### src/pkg/adc_sel_defines.svh
// offsets, field positions and reset values of the input select block
`ifndef ADC_SEL_DEFINES_SVH
`define ADC_SEL_DEFINES_SVH

// byte offsets of the four word registers
`define OFS_CH0_SEL       4'h0
`define OFS_SCAN_SEL      4'h4
`define OFS_PIN_CFG       4'h8
`define OFS_STATUS        4'hc

// field layout
`define CH0_POS_LSB       0
`define CH0_POS_W         5
`define CH0_NEG_BIT       7
`define INPUT_CNT         13

// reset values
`define CH0_SEL_RST       16'h0000
`define SCAN_SEL_RST      13'h0000
`define PIN_CFG_RST       13'h0000

// highest input code and the reserved gap on the small package
`define CH0_CODE_MAX      5'h0c
`define RSVD_LO           5'h06
`define RSVD_HI           5'h08

`endif

### src/pkg/adc_sel_pkg.sv
// types shared by the input select block
`default_nettype none
package adc_sel_pkg;
	// one avalon request from the bus side
	typedef struct packed {
		logic [3:0]  address;
		logic        read;
		logic        write;
		logic [31:0] writedata;
	} avl_req_t;

	// selection handed to the converter mux
	typedef struct packed {
		logic [4:0] mux_code;
		logic       to_low_voltage_reference;
		logic       to_analog_ground;
	} mux_sel_t;

	// scan walker states
	typedef enum logic [1:0] {
		SCAN_IDLE,
		SCAN_RUN
	} scan_state_t;
endpackage
`default_nettype wire

### src/design/adc_input_sel.sv
// register file and input routing for the converter front end
`default_nettype none
`include "adc_sel_defines.svh"
// Contract
// - positive input code n selects input n; small package codes 6..8 reserved
// - a set scan bit includes its input in the scan, clear skips it
// - all scan bits writable; missing input converts the low reference
// - config bit 1 makes pin digital, read enabled, mux to analog ground
// - config bit 0 makes pin analog, read disabled, pin voltage sampled
// - config bit x controls analog input x
// - all 13 config bits read and write; missing inputs have no effect
// - with the converter disabled every shared pin is digital
// - config bits 15..13 ignore writes and read zero
module adc_input_sel #(
	parameter int         N       = `INPUT_CNT,
	parameter logic [N-1:0] PRESENT = 13'h1fff  // inputs bonded on this package
) (
	// clock and reset
	input  wire logic          clk_sys_i,
	input  wire logic          srst_i,
	// avalon slave
	input  wire logic [3:0]    avs_address_i,
	input  wire logic          avs_read_i,
	input  wire logic          avs_write_i,
	input  wire logic [31:0]   avs_writedata_i,
	input  wire logic [3:0]    avs_byteenable_i,
	output logic [31:0]        avs_readdata_o,
	output logic               avs_waitrequest_o,
	output logic [1:0]         avs_response_o,
	// converter side
	input  wire logic          module_disable_i,
	input  wire logic          small_pkg_i,
	input  wire logic          scan_en_i,
	input  wire logic          scan_step_i,
	output logic [N-1:0]       port_read_en_o,
	output logic [N-1:0]       mux_to_analog_ground_o,
	output logic [4:0]         mux_code_o,
	output logic               mux_low_voltage_reference_o,
	output logic               mux_analog_ground_o,
	output logic               code_rsvd_o
);
	// ------------------------------------------------------------
	// bus handshake
	// ------------------------------------------------------------
	adc_sel_pkg::avl_req_t req_w;
	logic                  ack_q;
	logic                  acc_w;
	logic                  wr_w;
	logic                  hit_w;

	assign req_w = '{address: avs_address_i, read: avs_read_i,
		write: avs_write_i, writedata: avs_writedata_i};
	assign acc_w = (req_w.read || req_w.write) && !ack_q;
	assign wr_w  = req_w.write && ack_q;
	assign hit_w = (req_w.address == `OFS_CH0_SEL) || (req_w.address == `OFS_SCAN_SEL)
		|| (req_w.address == `OFS_PIN_CFG) || (req_w.address == `OFS_STATUS);
	// one wait cycle, answer on the second
	assign avs_waitrequest_o = (avs_read_i || avs_write_i) && !ack_q;

	// accept pulse, so every request sees one wait state
	always_ff @(posedge clk_sys_i) begin
		if (srst_i) begin
			ack_q <= 1'b0;
		end else begin
			ack_q <= acc_w;
		end
	end

	// ------------------------------------------------------------
	// registers
	// ------------------------------------------------------------
	logic [15:0]  ch0_q;
	logic [N-1:0] scan_mask_q;
	logic [N-1:0] pin_digital_sel_q;
	logic         be_lo_w;
	logic         be_hi_w;

	assign be_lo_w = avs_byteenable_i[0];
	assign be_hi_w = avs_byteenable_i[1];

	// merge a 16-bit write under byte enables
	function automatic logic [15:0] merge16(input logic [15:0] old, input logic [15:0] nw,
		input logic lo, input logic hi);
		return {hi ? nw[15:8] : old[15:8], lo ? nw[7:0] : old[7:0]};
	endfunction

	// zero reset; channel select keeps only bits 7 and 4..0; top bits dropped
	always_ff @(posedge clk_sys_i) begin
		if (srst_i) begin
			ch0_q             <= `CH0_SEL_RST;
			scan_mask_q       <= `SCAN_SEL_RST;
			pin_digital_sel_q <= `PIN_CFG_RST;
		end else if (wr_w) begin
			if (req_w.address == `OFS_CH0_SEL)
				ch0_q <= merge16(ch0_q, req_w.writedata[15:0], be_lo_w, be_hi_w)
					& 16'h009f;
			if (req_w.address == `OFS_SCAN_SEL)
				scan_mask_q <= N'(merge16(16'(scan_mask_q), req_w.writedata[15:0],
					be_lo_w, be_hi_w));
			if (req_w.address == `OFS_PIN_CFG)
				pin_digital_sel_q <= N'(merge16(16'(pin_digital_sel_q),
					req_w.writedata[15:0], be_lo_w, be_hi_w));
		end
	end

	// ------------------------------------------------------------
	// read path
	// ------------------------------------------------------------
	logic [31:0] rd_d;
	logic [31:0] rd_q;
	logic [1:0]  resp_q;
	logic [4:0]  slot_w;
	logic        slot_vld_w;

	assign rd_d = (req_w.address == `OFS_CH0_SEL)  ? {16'h0000, ch0_q} :
		(req_w.address == `OFS_SCAN_SEL) ? 32'(scan_mask_q) :
		(req_w.address == `OFS_PIN_CFG)  ? 32'(pin_digital_sel_q) :
		(req_w.address == `OFS_STATUS)   ? {24'h000000, slot_vld_w, code_rsvd_o,
			1'b0, slot_w} : 32'h00000000;

	// registered read data and slave error on unmapped address
	always_ff @(posedge clk_sys_i) begin
		if (srst_i) begin
			rd_q   <= 32'h00000000;
			resp_q <= 2'h0;
		end else if (acc_w) begin
			rd_q   <= req_w.read ? rd_d : 32'h00000000;
			resp_q <= hit_w ? 2'h0 : 2'h2;
		end
	end

	assign avs_readdata_o = rd_q;
	assign avs_response_o = resp_q;

	// ------------------------------------------------------------
	// pin mode
	// ------------------------------------------------------------
	logic [N-1:0] digital_w;

	// bit x drives pin x; disabled module forces digital
	assign digital_w = module_disable_i ? {N{1'b1}} : pin_digital_sel_q;
	// digital reads port and grounds mux; analog does neither
	assign port_read_en_o = digital_w & PRESENT;
	assign mux_to_analog_ground_o  = digital_w & PRESENT;

	// ------------------------------------------------------------
	// input selection
	// ------------------------------------------------------------
	logic [4:0] pos_w;
	logic [4:0] sel_w;
	logic       missing_w;
	adc_sel_pkg::mux_sel_t mux_q;

	// true when code names no bonded input
	function automatic logic absent(input logic [4:0] c, input logic [N-1:0] p);
		return (c > `CH0_CODE_MAX) || !p[c[3:0]];
	endfunction

	adc_scan_walk #(
		.N (N)
	) u_walk (
		.clk_sys_i  (clk_sys_i),
		.srst_i     (srst_i),
		.run_i      (scan_en_i && !module_disable_i),
		.step_i     (scan_step_i),
		.mask_i     (scan_mask_q),
		.slot_o     (slot_w),
		.slot_vld_o (slot_vld_w)
	);

	// code picks input; scan slot picks masked input
	assign pos_w       = ch0_q[`CH0_POS_LSB +: `CH0_POS_W];
	assign sel_w       = slot_vld_w ? slot_w : pos_w;
	assign code_rsvd_o = small_pkg_i && pos_w >= `RSVD_LO && pos_w <= `RSVD_HI;
	// scan slot without a pin goes to the low reference
	assign missing_w   = absent(sel_w, PRESENT);

	// registered mux selection to the converter
	always_ff @(posedge clk_sys_i) begin
		if (srst_i) begin
			mux_q <= '0;
		end else begin
			mux_q.mux_code <= sel_w;
			mux_q.to_low_voltage_reference <= missing_w;
			mux_q.to_analog_ground  <= !missing_w && digital_w[sel_w[3:0]];
		end
	end

	assign mux_code_o  = mux_q.mux_code;
	assign mux_low_voltage_reference_o = mux_q.to_low_voltage_reference;
	assign mux_analog_ground_o  = mux_q.to_analog_ground;
endmodule
`default_nettype wire

### src/design/adc_scan_walk.sv
// scan walker that visits masked inputs in ascending order
`default_nettype none
`include "adc_sel_defines.svh"
module adc_scan_walk #(
	parameter int N = `INPUT_CNT
) (
	// clock and reset
	input  wire logic         clk_sys_i,
	input  wire logic         srst_i,
	// control
	input  wire logic         run_i,
	input  wire logic         step_i,
	input  wire logic [N-1:0] mask_i,
	// current slot
	output logic [4:0]        slot_o,
	output logic              slot_vld_o
);
	adc_sel_pkg::scan_state_t state_q;
	logic [4:0]               slot_q;
	logic [4:0]               next_w;
	logic                     any_w;

	// lowest set bit above a given index, wrapping to the lowest overall
	function automatic logic [4:0] next_set(input logic [N-1:0] m, input logic [4:0] cur);
		logic [4:0] lo;
		logic [4:0] up;
		logic       fl;
		logic       fu;
		lo = 5'h00;
		up = 5'h00;
		fl = 1'b0;
		fu = 1'b0;
		for (int i = 0; i < N; i++) begin
			if (m[i] && !fl) begin
				lo = 5'(i);
				fl = 1'b1;
			end
			if (m[i] && !fu && 5'(i) > cur) begin
				up = 5'(i);
				fu = 1'b1;
			end
		end
		return fu ? up : lo;
	endfunction

	assign any_w      = |mask_i;
	assign next_w     = next_set(mask_i, (state_q == adc_sel_pkg::SCAN_RUN) ? slot_q : 5'h1f);
	assign slot_o     = slot_q;
	assign slot_vld_o = (state_q == adc_sel_pkg::SCAN_RUN);

	always_ff @(posedge clk_sys_i) begin
		if (srst_i) begin
			state_q <= adc_sel_pkg::SCAN_IDLE;
			slot_q  <= 5'h00;
		end else begin
			case (state_q)
				adc_sel_pkg::SCAN_IDLE: begin
					if (run_i && any_w) begin
						state_q <= adc_sel_pkg::SCAN_RUN;
						slot_q  <= next_w;
					end
				end
				adc_sel_pkg::SCAN_RUN: begin
					if (!run_i || !any_w) begin
						state_q <= adc_sel_pkg::SCAN_IDLE;
					end else if (step_i) begin
						slot_q <= next_w;
					end
				end
				default: state_q <= adc_sel_pkg::SCAN_IDLE;
			endcase
		end
	end
endmodule
`default_nettype wire

### config.mk
export PLATFORM = sky130hd
export DESIGN_NAME = adc_input_sel
export DESIGN_NICKNAME = d
export VERILOG_FILES = /design/src/pkg/adc_sel_pkg.sv /design/src/design/adc_input_sel.sv /design/src/design/adc_scan_walk.sv
export VERILOG_INCLUDE_DIRS = /design/src /design/src/pkg
export SDC_FILE = /design/constraint.sdc
export NUM_CORES = 1
export LEC_CHECK = 0
export ABC_CLOCK_PERIOD_IN_PS = 2100
export BUFFER_PORTS_ARGS = -buffer_cell sky130_fd_sc_hd__buf_2
export CAP_MARGIN = 20
export CORE_MARGIN = 10
export CORE_UTILIZATION = 51
export DETAILED_ROUTE_END_ITERATION = 8
export GPL_ROUTABILITY_DRIVEN = 0
export GPL_TIMING_DRIVEN = 0
export PLACE_DENSITY = 0.81
export SKIP_CTS_REPAIR_TIMING = 1
export SLEW_MARGIN = 30
export SYNTH_ARGS = -nofsm -noshare
export SYNTH_HDL_FRONTEND = slang
export SYNTH_SLANG_ARGS = --single-unit
export TNS_END_PERCENT = 30
### constraint.sdc
create_clock -name clk_sys_i -period 2.1 [get_ports clk_sys_i]
set_input_delay 0.105 -clock clk_sys_i [delete_from_list [all_inputs] [get_ports clk_sys_i]]
set_output_delay 0.105 -clock clk_sys_i [all_outputs]
set_load 0.02 [all_outputs]
== Word-level counts from Yosys, hierarchy flattened ==
Memories as Yosys holds them, arrays and structs flattened.
Cells that the tools add are included.

* Order comparisons: 17
* Eq/ne operators: 8
* Muxes and demuxes: 69
* Reduce and logical (&&, ||, !) cells: 91

{| class="wikitable"
|+ Operators by type and width
! operator !! number
|-
| $mux W13 || 5
|-
| $logic_and A1 B1 Y1 || 44
|-
| $mux W4 || 11
|-
| $logic_not A1 Y1 || 30
|-
| $mux W1 || 29
|-
| $gt A4 B5 Y1 const A || 5
|-
| $mux W5 || 5
|-
| $mux W3 || 8
|-
| $gt A3 B5 Y1 const A || 4
|-
| $reduce_and A3 Y1 || 5
|-
| $mux W2 || 7
|-
| $reduce_or A13 Y1 || 1
|-
| $gt A1 B5 Y1 const A || 2
|-
| $gt A2 B5 Y1 const A || 2
|-
| $pmux W5 S2 || 1
|-
| $eq A4 B4 Y1 const B || 2
|-
| $mux W8 || 1
|-
| $logic_or A1 B1 Y1 || 6
|-
| $ge A5 B3 Y1 const B || 1
|-
| $gt A5 B4 Y1 const B || 1
|-
| $le A5 B4 Y1 const B || 1
|-
| $lt A4 B5 Y1 const B || 1
|-
| $bmux W1 S4 || 1
|-
| $eq A4 B3 Y1 const B || 1
|-
| other kinds (9) || 11
|}

* Register bits after elaboration: 81
* Memory bits (read-only): 16
* Input port bits: 48
* Output and inout bits: 69
* Word-level logic and storage cells: 199
* Memories kept: 1

{| class="wikitable"
|+ Memories
! name !! words !! bits a word !! rd ports !! clocked after memory_dff !! write ports !! line !! RTL
|-
| (no name shown) || 16 || 1 || 1 || 0 || 0 || adc_input_sel.sv:156 || <nowiki>return (c > `CH0_CODE_MAX) || !p[c[3:0]];</nowiki>
|}

== Depth between registers and ports, before layout ==
* Depth in word-level cells: 57
* Depth in mapped cells: 10
* Mapped depth without buffers: 9

== Hierarchy ==
From an unflattened synthesis, not the netlist that was laid out.

* Cell total of the unflattened synthesis: 398
* Area total of the unflattened synthesis: 3,512.1 um^2

{| class="wikitable"
|+ Modules (own cells, without submodules)
! module !! times used !! cells each !! area each (um^2) !! sequential area each (um^2)
|-
| adc_input_sel || 1 || 294 || 2,748.9 || 1,081.0
|-
| adc_scan_walk || 1 || 104 || 763.2 || 100.1
|}

== Worst setup path after synthesis ==
Ideal clock, no wire load.

* Path type: register to register
* Start point: reg scan_mask_q[3]
* End point: reg u_walk.slot_q[2] (netlist: u_walk.slot_o[2])
* Setup time: 0.092 ns
* Arrival time: 1.716 ns
* Data required time: 2.008 ns
* Setup slack: 0.292 ns
* Cell stages (with the launch flop): 10
* Path buffers: 0
* Period minus slack after synthesis: 1.808 ns
* Cell sequence: dfxtp_1 > nor4_2 > and3_1 > nand2_1 > nand3b_1 > ha_1 > nor2_1 > o21ai_0 > or3_1 > o32ai_1

* Longest elaborated chain between the ends: 43
* Elaborated cells between the ends (all ways): 97
* Those cells by class: eq/ne (2); mux (42); reduce/logical (53)

{| class="wikitable"
|+ RTL lines
! item !! line !! RTL
|-
| start, declared || adc_input_sel.sv:73 || <nowiki>logic [N-1:0] scan_mask_q;</nowiki>
|-
| start signal, assigned || adc_input_sel.sv:91 || <nowiki>scan_mask_q <= `SCAN_SEL_RST;</nowiki>
|-
| start signal, assigned || adc_input_sel.sv:98 || <nowiki>scan_mask_q <= N'(merge16(16'(scan_mask_q), req_w.writedata[15:0],</nowiki>
|-
| $logic_and A1 B1 Y1 (2 in a row) || adc_scan_walk.sv:38 || <nowiki>if (m[i] && !fu && 5'(i) > cur) begin</nowiki>
|-
| $mux W1 || adc_scan_walk.sv:38 ||
|-
| $logic_not A1 Y1 || adc_scan_walk.sv:38 ||
|-
| $logic_and A1 B1 Y1 (2 in a row) || adc_scan_walk.sv:38 ||
|-
| $mux W1 || adc_scan_walk.sv:38 ||
|-
| $logic_not A1 Y1 || adc_scan_walk.sv:38 ||
|-
| $logic_and A1 B1 Y1 (2 in a row) || adc_scan_walk.sv:38 ||
|-
| $mux W1 || adc_scan_walk.sv:38 ||
|-
| (+23 left out) || - ||
|-
| $mux W1 || adc_scan_walk.sv:38 ||
|-
| $logic_not A1 Y1 || adc_scan_walk.sv:38 ||
|-
| $logic_and A1 B1 Y1 (2 in a row) || adc_scan_walk.sv:38 ||
|-
| $mux W4 / $mux W1 (equally long branches) || adc_scan_walk.sv:38 ||
|-
| $mux W4 || adc_scan_walk.sv:43 || <nowiki>return fu ? up : lo;</nowiki>
|-
| $mux W5 || adc_scan_walk.sv:66 || <nowiki>end else if (step_i) begin</nowiki>
|-
| $mux W5 || adc_scan_walk.sv:64 || <nowiki>if (!run_i || !any_w) begin</nowiki>
|-
| $pmux W5 S2 || adc_scan_walk.sv:56 || <nowiki>case (state_q)</nowiki>
|-
| end signal, assigned || adc_scan_walk.sv:60 || <nowiki>slot_q <= next_w;</nowiki>
|-
| end signal, assigned || adc_scan_walk.sv:67 || <nowiki>slot_q <= next_w;</nowiki>
|-
| end, declared || adc_scan_walk.sv:19 || <nowiki>logic [4:0] slot_q;</nowiki>
|}

Several ways; a longest one is shown, not always the timed one. The select of a mux whose other input is x is not followed.
A chain may end at the register's enable or synchronous reset.

== Worst setup path in the final report ==
* Start point: reg u_walk.state_q[0]
* End point: reg mux_q (netlist bit mux_analog_ground_o)

* Longest elaborated chain between the ends: 8
* Elaborated cells between the ends (all ways): 11
* Those cells by class: order compare (1); eq/ne (1); mux (4); reduce/logical (4); memory (1)

{| class="wikitable"
|+ RTL lines
! item !! line !! RTL
|-
| start, declared || adc_scan_walk.sv:18 || <nowiki>adc_sel_pkg::scan_state_t state_q;</nowiki>
|-
| start signal, assigned || adc_scan_walk.sv:53 || <nowiki>state_q <= adc_sel_pkg::SCAN_IDLE;</nowiki>
|-
| start signal, assigned || adc_scan_walk.sv:59 || <nowiki>state_q <= adc_sel_pkg::SCAN_RUN;</nowiki>
|-
| start signal, assigned || adc_scan_walk.sv:65 || <nowiki>state_q <= adc_sel_pkg::SCAN_IDLE;</nowiki>
|-
| $eq A2 B1 Y1 (*) || adc_scan_walk.sv:49 || <nowiki>assign slot_vld_o = (state_q == adc_sel_pkg::SCAN_RUN);</nowiki>
|-
| $mux W5 (*) || adc_input_sel.sv:173 || <nowiki>assign sel_w = slot_vld_w ? slot_w : pos_w;</nowiki>
|-
| $mem_v2 Z16 W1 || - ||
|-
| $mux W1 (not written as such) || adc_input_sel.sv:156 ||
|-
| $logic_not A1 Y1 || adc_input_sel.sv:156 ||
|-
| $logic_or A1 B1 Y1 || adc_input_sel.sv:156 ||
|-
| $logic_not A1 Y1 || adc_input_sel.sv:185 || <nowiki>mux_q.to_analog_ground <= !missing_w && digital_w[sel_w[3:0]];</nowiki>
|-
| $logic_and A1 B1 Y1 (*) || adc_input_sel.sv:185 ||
|-
| end, declared || adc_input_sel.sv:152 || <nowiki>adc_sel_pkg::mux_sel_t mux_q;</nowiki>
|}

Mark *: on every way between the ends. The rest lies on a longest branch, timed or not. The select of a mux whose other input is x is not followed.

==> metrics.txt <==
outcome complete, no violations; pre-CTS setup slack -15.4 ps; Area growth syn-to-layout 23.1%; Arr. time, crit path 2190 ps; register bit total from synthesis 59; Post-Route WL 10900 um; EDFF count, synth 0; Area after DPL 0.00399 sq mm; Worst Slack Setup Final 181 ps; synth warn 0; area of the mapped netlist about 0.0034 sq mm; Lkg Pwr 1.82 nW; MaxCap Viol Count 0; global-route wire length before repair 16400 um; Top FF cell, synth dfxtp_1; row cnt 29; # DRC 0; Ant. Diodes 0; layout cells sized above 1 ~33%; core footprint 0.00646 sq mm; commonest cells after routing, fill and taps aside nor2_1 (77), buf_2 (77), dfxtp_1 (50), buf_4 (36), mux2i_1 (36); initial antenna violation count 0; GRT overflow 0; Tightest Pin Transition 860 ps; Comb pwr share 20.2%; CTS tree built; Via density roughly 5.8; hold crit path type input pin to flip-flop; unrepaired setup endpoints after global routing false; Setup-failing EPs final 0; Die ar. 0.0105 sq mm; post-layout power 2.61 mW; Synth cell types 60; crit end category flip-flop; Sw Pwr about 790 uW; Finished Cell Area around 0.0042 sq mm; Syn Area/Cell about 8 sq um; # IOs between 100 and 150; final max-slew violation count 0; average wire per standard cell about 18 um; CTS H-tree lvls 3; dpl hpwl 8160 um; Final ANT Viol Nets 0; fin crit period 1920 ps; fmax 0.521 GHz; CTS Buffer Depth 2; die height just over 100 um; register area share after synthesis 34.3%; die width 102 um; Flop pwr share 44.7%; clock share of power 35.2%; Slew headroom 42.2%; Final Hold Violating Endpoints 0; Worst-path clk slew around 70 ps; drt first-iter violations 363; Synth async-reset ratio 0%; Startpoint Class flip-flop; Worst-Skew Late Latency 350 ps; Inst Count DP 592; cell count after synthesis 422; final hold slack 15.6 ps; Critical Path Fanout Max 10; Net count, final 578; clk_skew 7.52 ps; non-filler cells, final 608; initial cell density of the core 53.4%; Vias 3499; CTS Root Cell clkbuf_8; I/O Buffers 74; fillers 553; Pre-antenna DRT Iters 5; CP required 2370 ps; vias in the first global route around 3200; Clock Sink Count 59; Final period util 91.4%; Num CTS Buffers 9; Switching Share 30.4%; Power Dens Cells 614 mW/mm^2; internal power 1.81 mW; Total GRT Usage 20.1%; critical path class flip-flop to flip-flop; pin count of the biggest net entering global routing 11; worst vdd ir ~0.55 mV
final timing paths:
| kind | cells after the start | slack [ps] | end | from |
|---|---|---|---|---|
| max | 6 | 180 | mux_analog_ground_o | u_walk.state_q[0] |
| min | 3 | 20 | pin_digital_sel_q[10] | avs_writedata_i[10] |
| max reg2reg | 6 | 180 | mux_analog_ground_o | u_walk.state_q[0] |
| min reg2reg | 2 | 450 | avs_response_o[1] | avs_response_o[1] |
worst max-delay path: stages (launching register included):
cell and delay (ps):
dfxtp_2 420, mux2i_2 370, clkbuf_4 310, nor2_1 60
o311ai_0 300, o21ai_0 160, a211oi_1 230
layout make-up:
class	instances	area, sq um	share of cell area, %
plain buffers	53	370	8.72
clock inverters	3	15.0	0.354
inverters	9	37.5	0.884
flip-flops and latches	59	1190	28.1
well taps	77	96.3	2.27
repair buffers	76	398	9.37
clock buffers	11	151	3.57
multi-input cells	320	1980	46.7
Yosys cell counts (3+ instances only):
cell / instances / share of area [%]
nor2_2: 3 / 0.54
o211ai_1: 4 / 0.87
a21boi_0: 4 / 0.87
nand2_1: 25 / 2.7
a21oi_1: 17 / 2.5
or2_2: 14 / 2.5
and3_1: 3 / 0.54
mux2i_1: 37 / 11
o311ai_0: 3 / 0.76
buf_6: 3 / 0.98
inv_1: 8 / 0.87
a22oi_1: 16 / 3.5
nand2b_1: 6 / 1.1
nor2_1: 78 / 8.5
dfxtp_1: 59 / 34
nand4b_1: 3 / 0.76
buf_4: 35 / 7.6
nor2b_1: 7 / 1.3
nor3_1: 6 / 0.87
o21ai_0: 20 / 2.9
a211oi_1: 4 / 0.87
clkbuf_1: 10 / 1.1
buf_2: 4 / 0.58
nand3_1: 6 / 0.87
a31oi_1: 3 / 0.54
per-layer routing:
layer / up-vias / global-route usage, % / part of all wire, %
met5: - / 0 / 0
met4: 0 / 8.79 / 2.4
met3: 25 / 6.07 / 11
met2: 203 / 33.2 / 48
met1: 1632 / 23.6 / 39
li1: 1639 / - / -
logic make-up (layout without fill, tap and decap cells):
group           count (synthesis)  count (layout)  share of synthesized area [%]
simple gates                  172             172                           25.0
compound gates                 87              87                           16.9
buf+inv                        62             152                           11.6
flops                          59              59                           34.3
mux                            38              38                           11.1
fa+ha+maj                       2               2                          0.726
other cells                     1              20                          0.109
xor+xnor                        1               1                          0.254
power by group through the flow:
| stage | clock network [mW] | registers [mW] | logic (mW) |
|---|---|---|---|
| after floorplan | 0 | 1.19 | 0.346 |
| after global placement | 0 | 1.18 | 0.482 |
| after detailed placement | 0 | 1.18 | 0.492 |
| after CTS | 0.919 | 1.16 | 0.493 |
| after global routing | 0.963 | 1.17 | 0.568 |
| final | 0.917 | 1.16 | 0.525 |
stage by stage:
stage                     utilization [%]  TNS (ps)
final                                65.7         0
after global routing                 65.7         0
after CTS                            64.3     -42.3
after detailed placement             61.7     -26.0
after global placement               61.7         0
after floorplan                         -         0
sequential cells by signal (all words and copies together), names as in the netlist, 4 cells and up:
| signal | count |
|---|---|
| u_walk.slot_o | 4 |
| mux_code_o | 5 |
| pin_digital_sel_q | 13 |
| scan_mask_q | 13 |
| avs_readdata_o | 13 |
| ch0_q | 6 |
(Power assumes the default switching activity.)
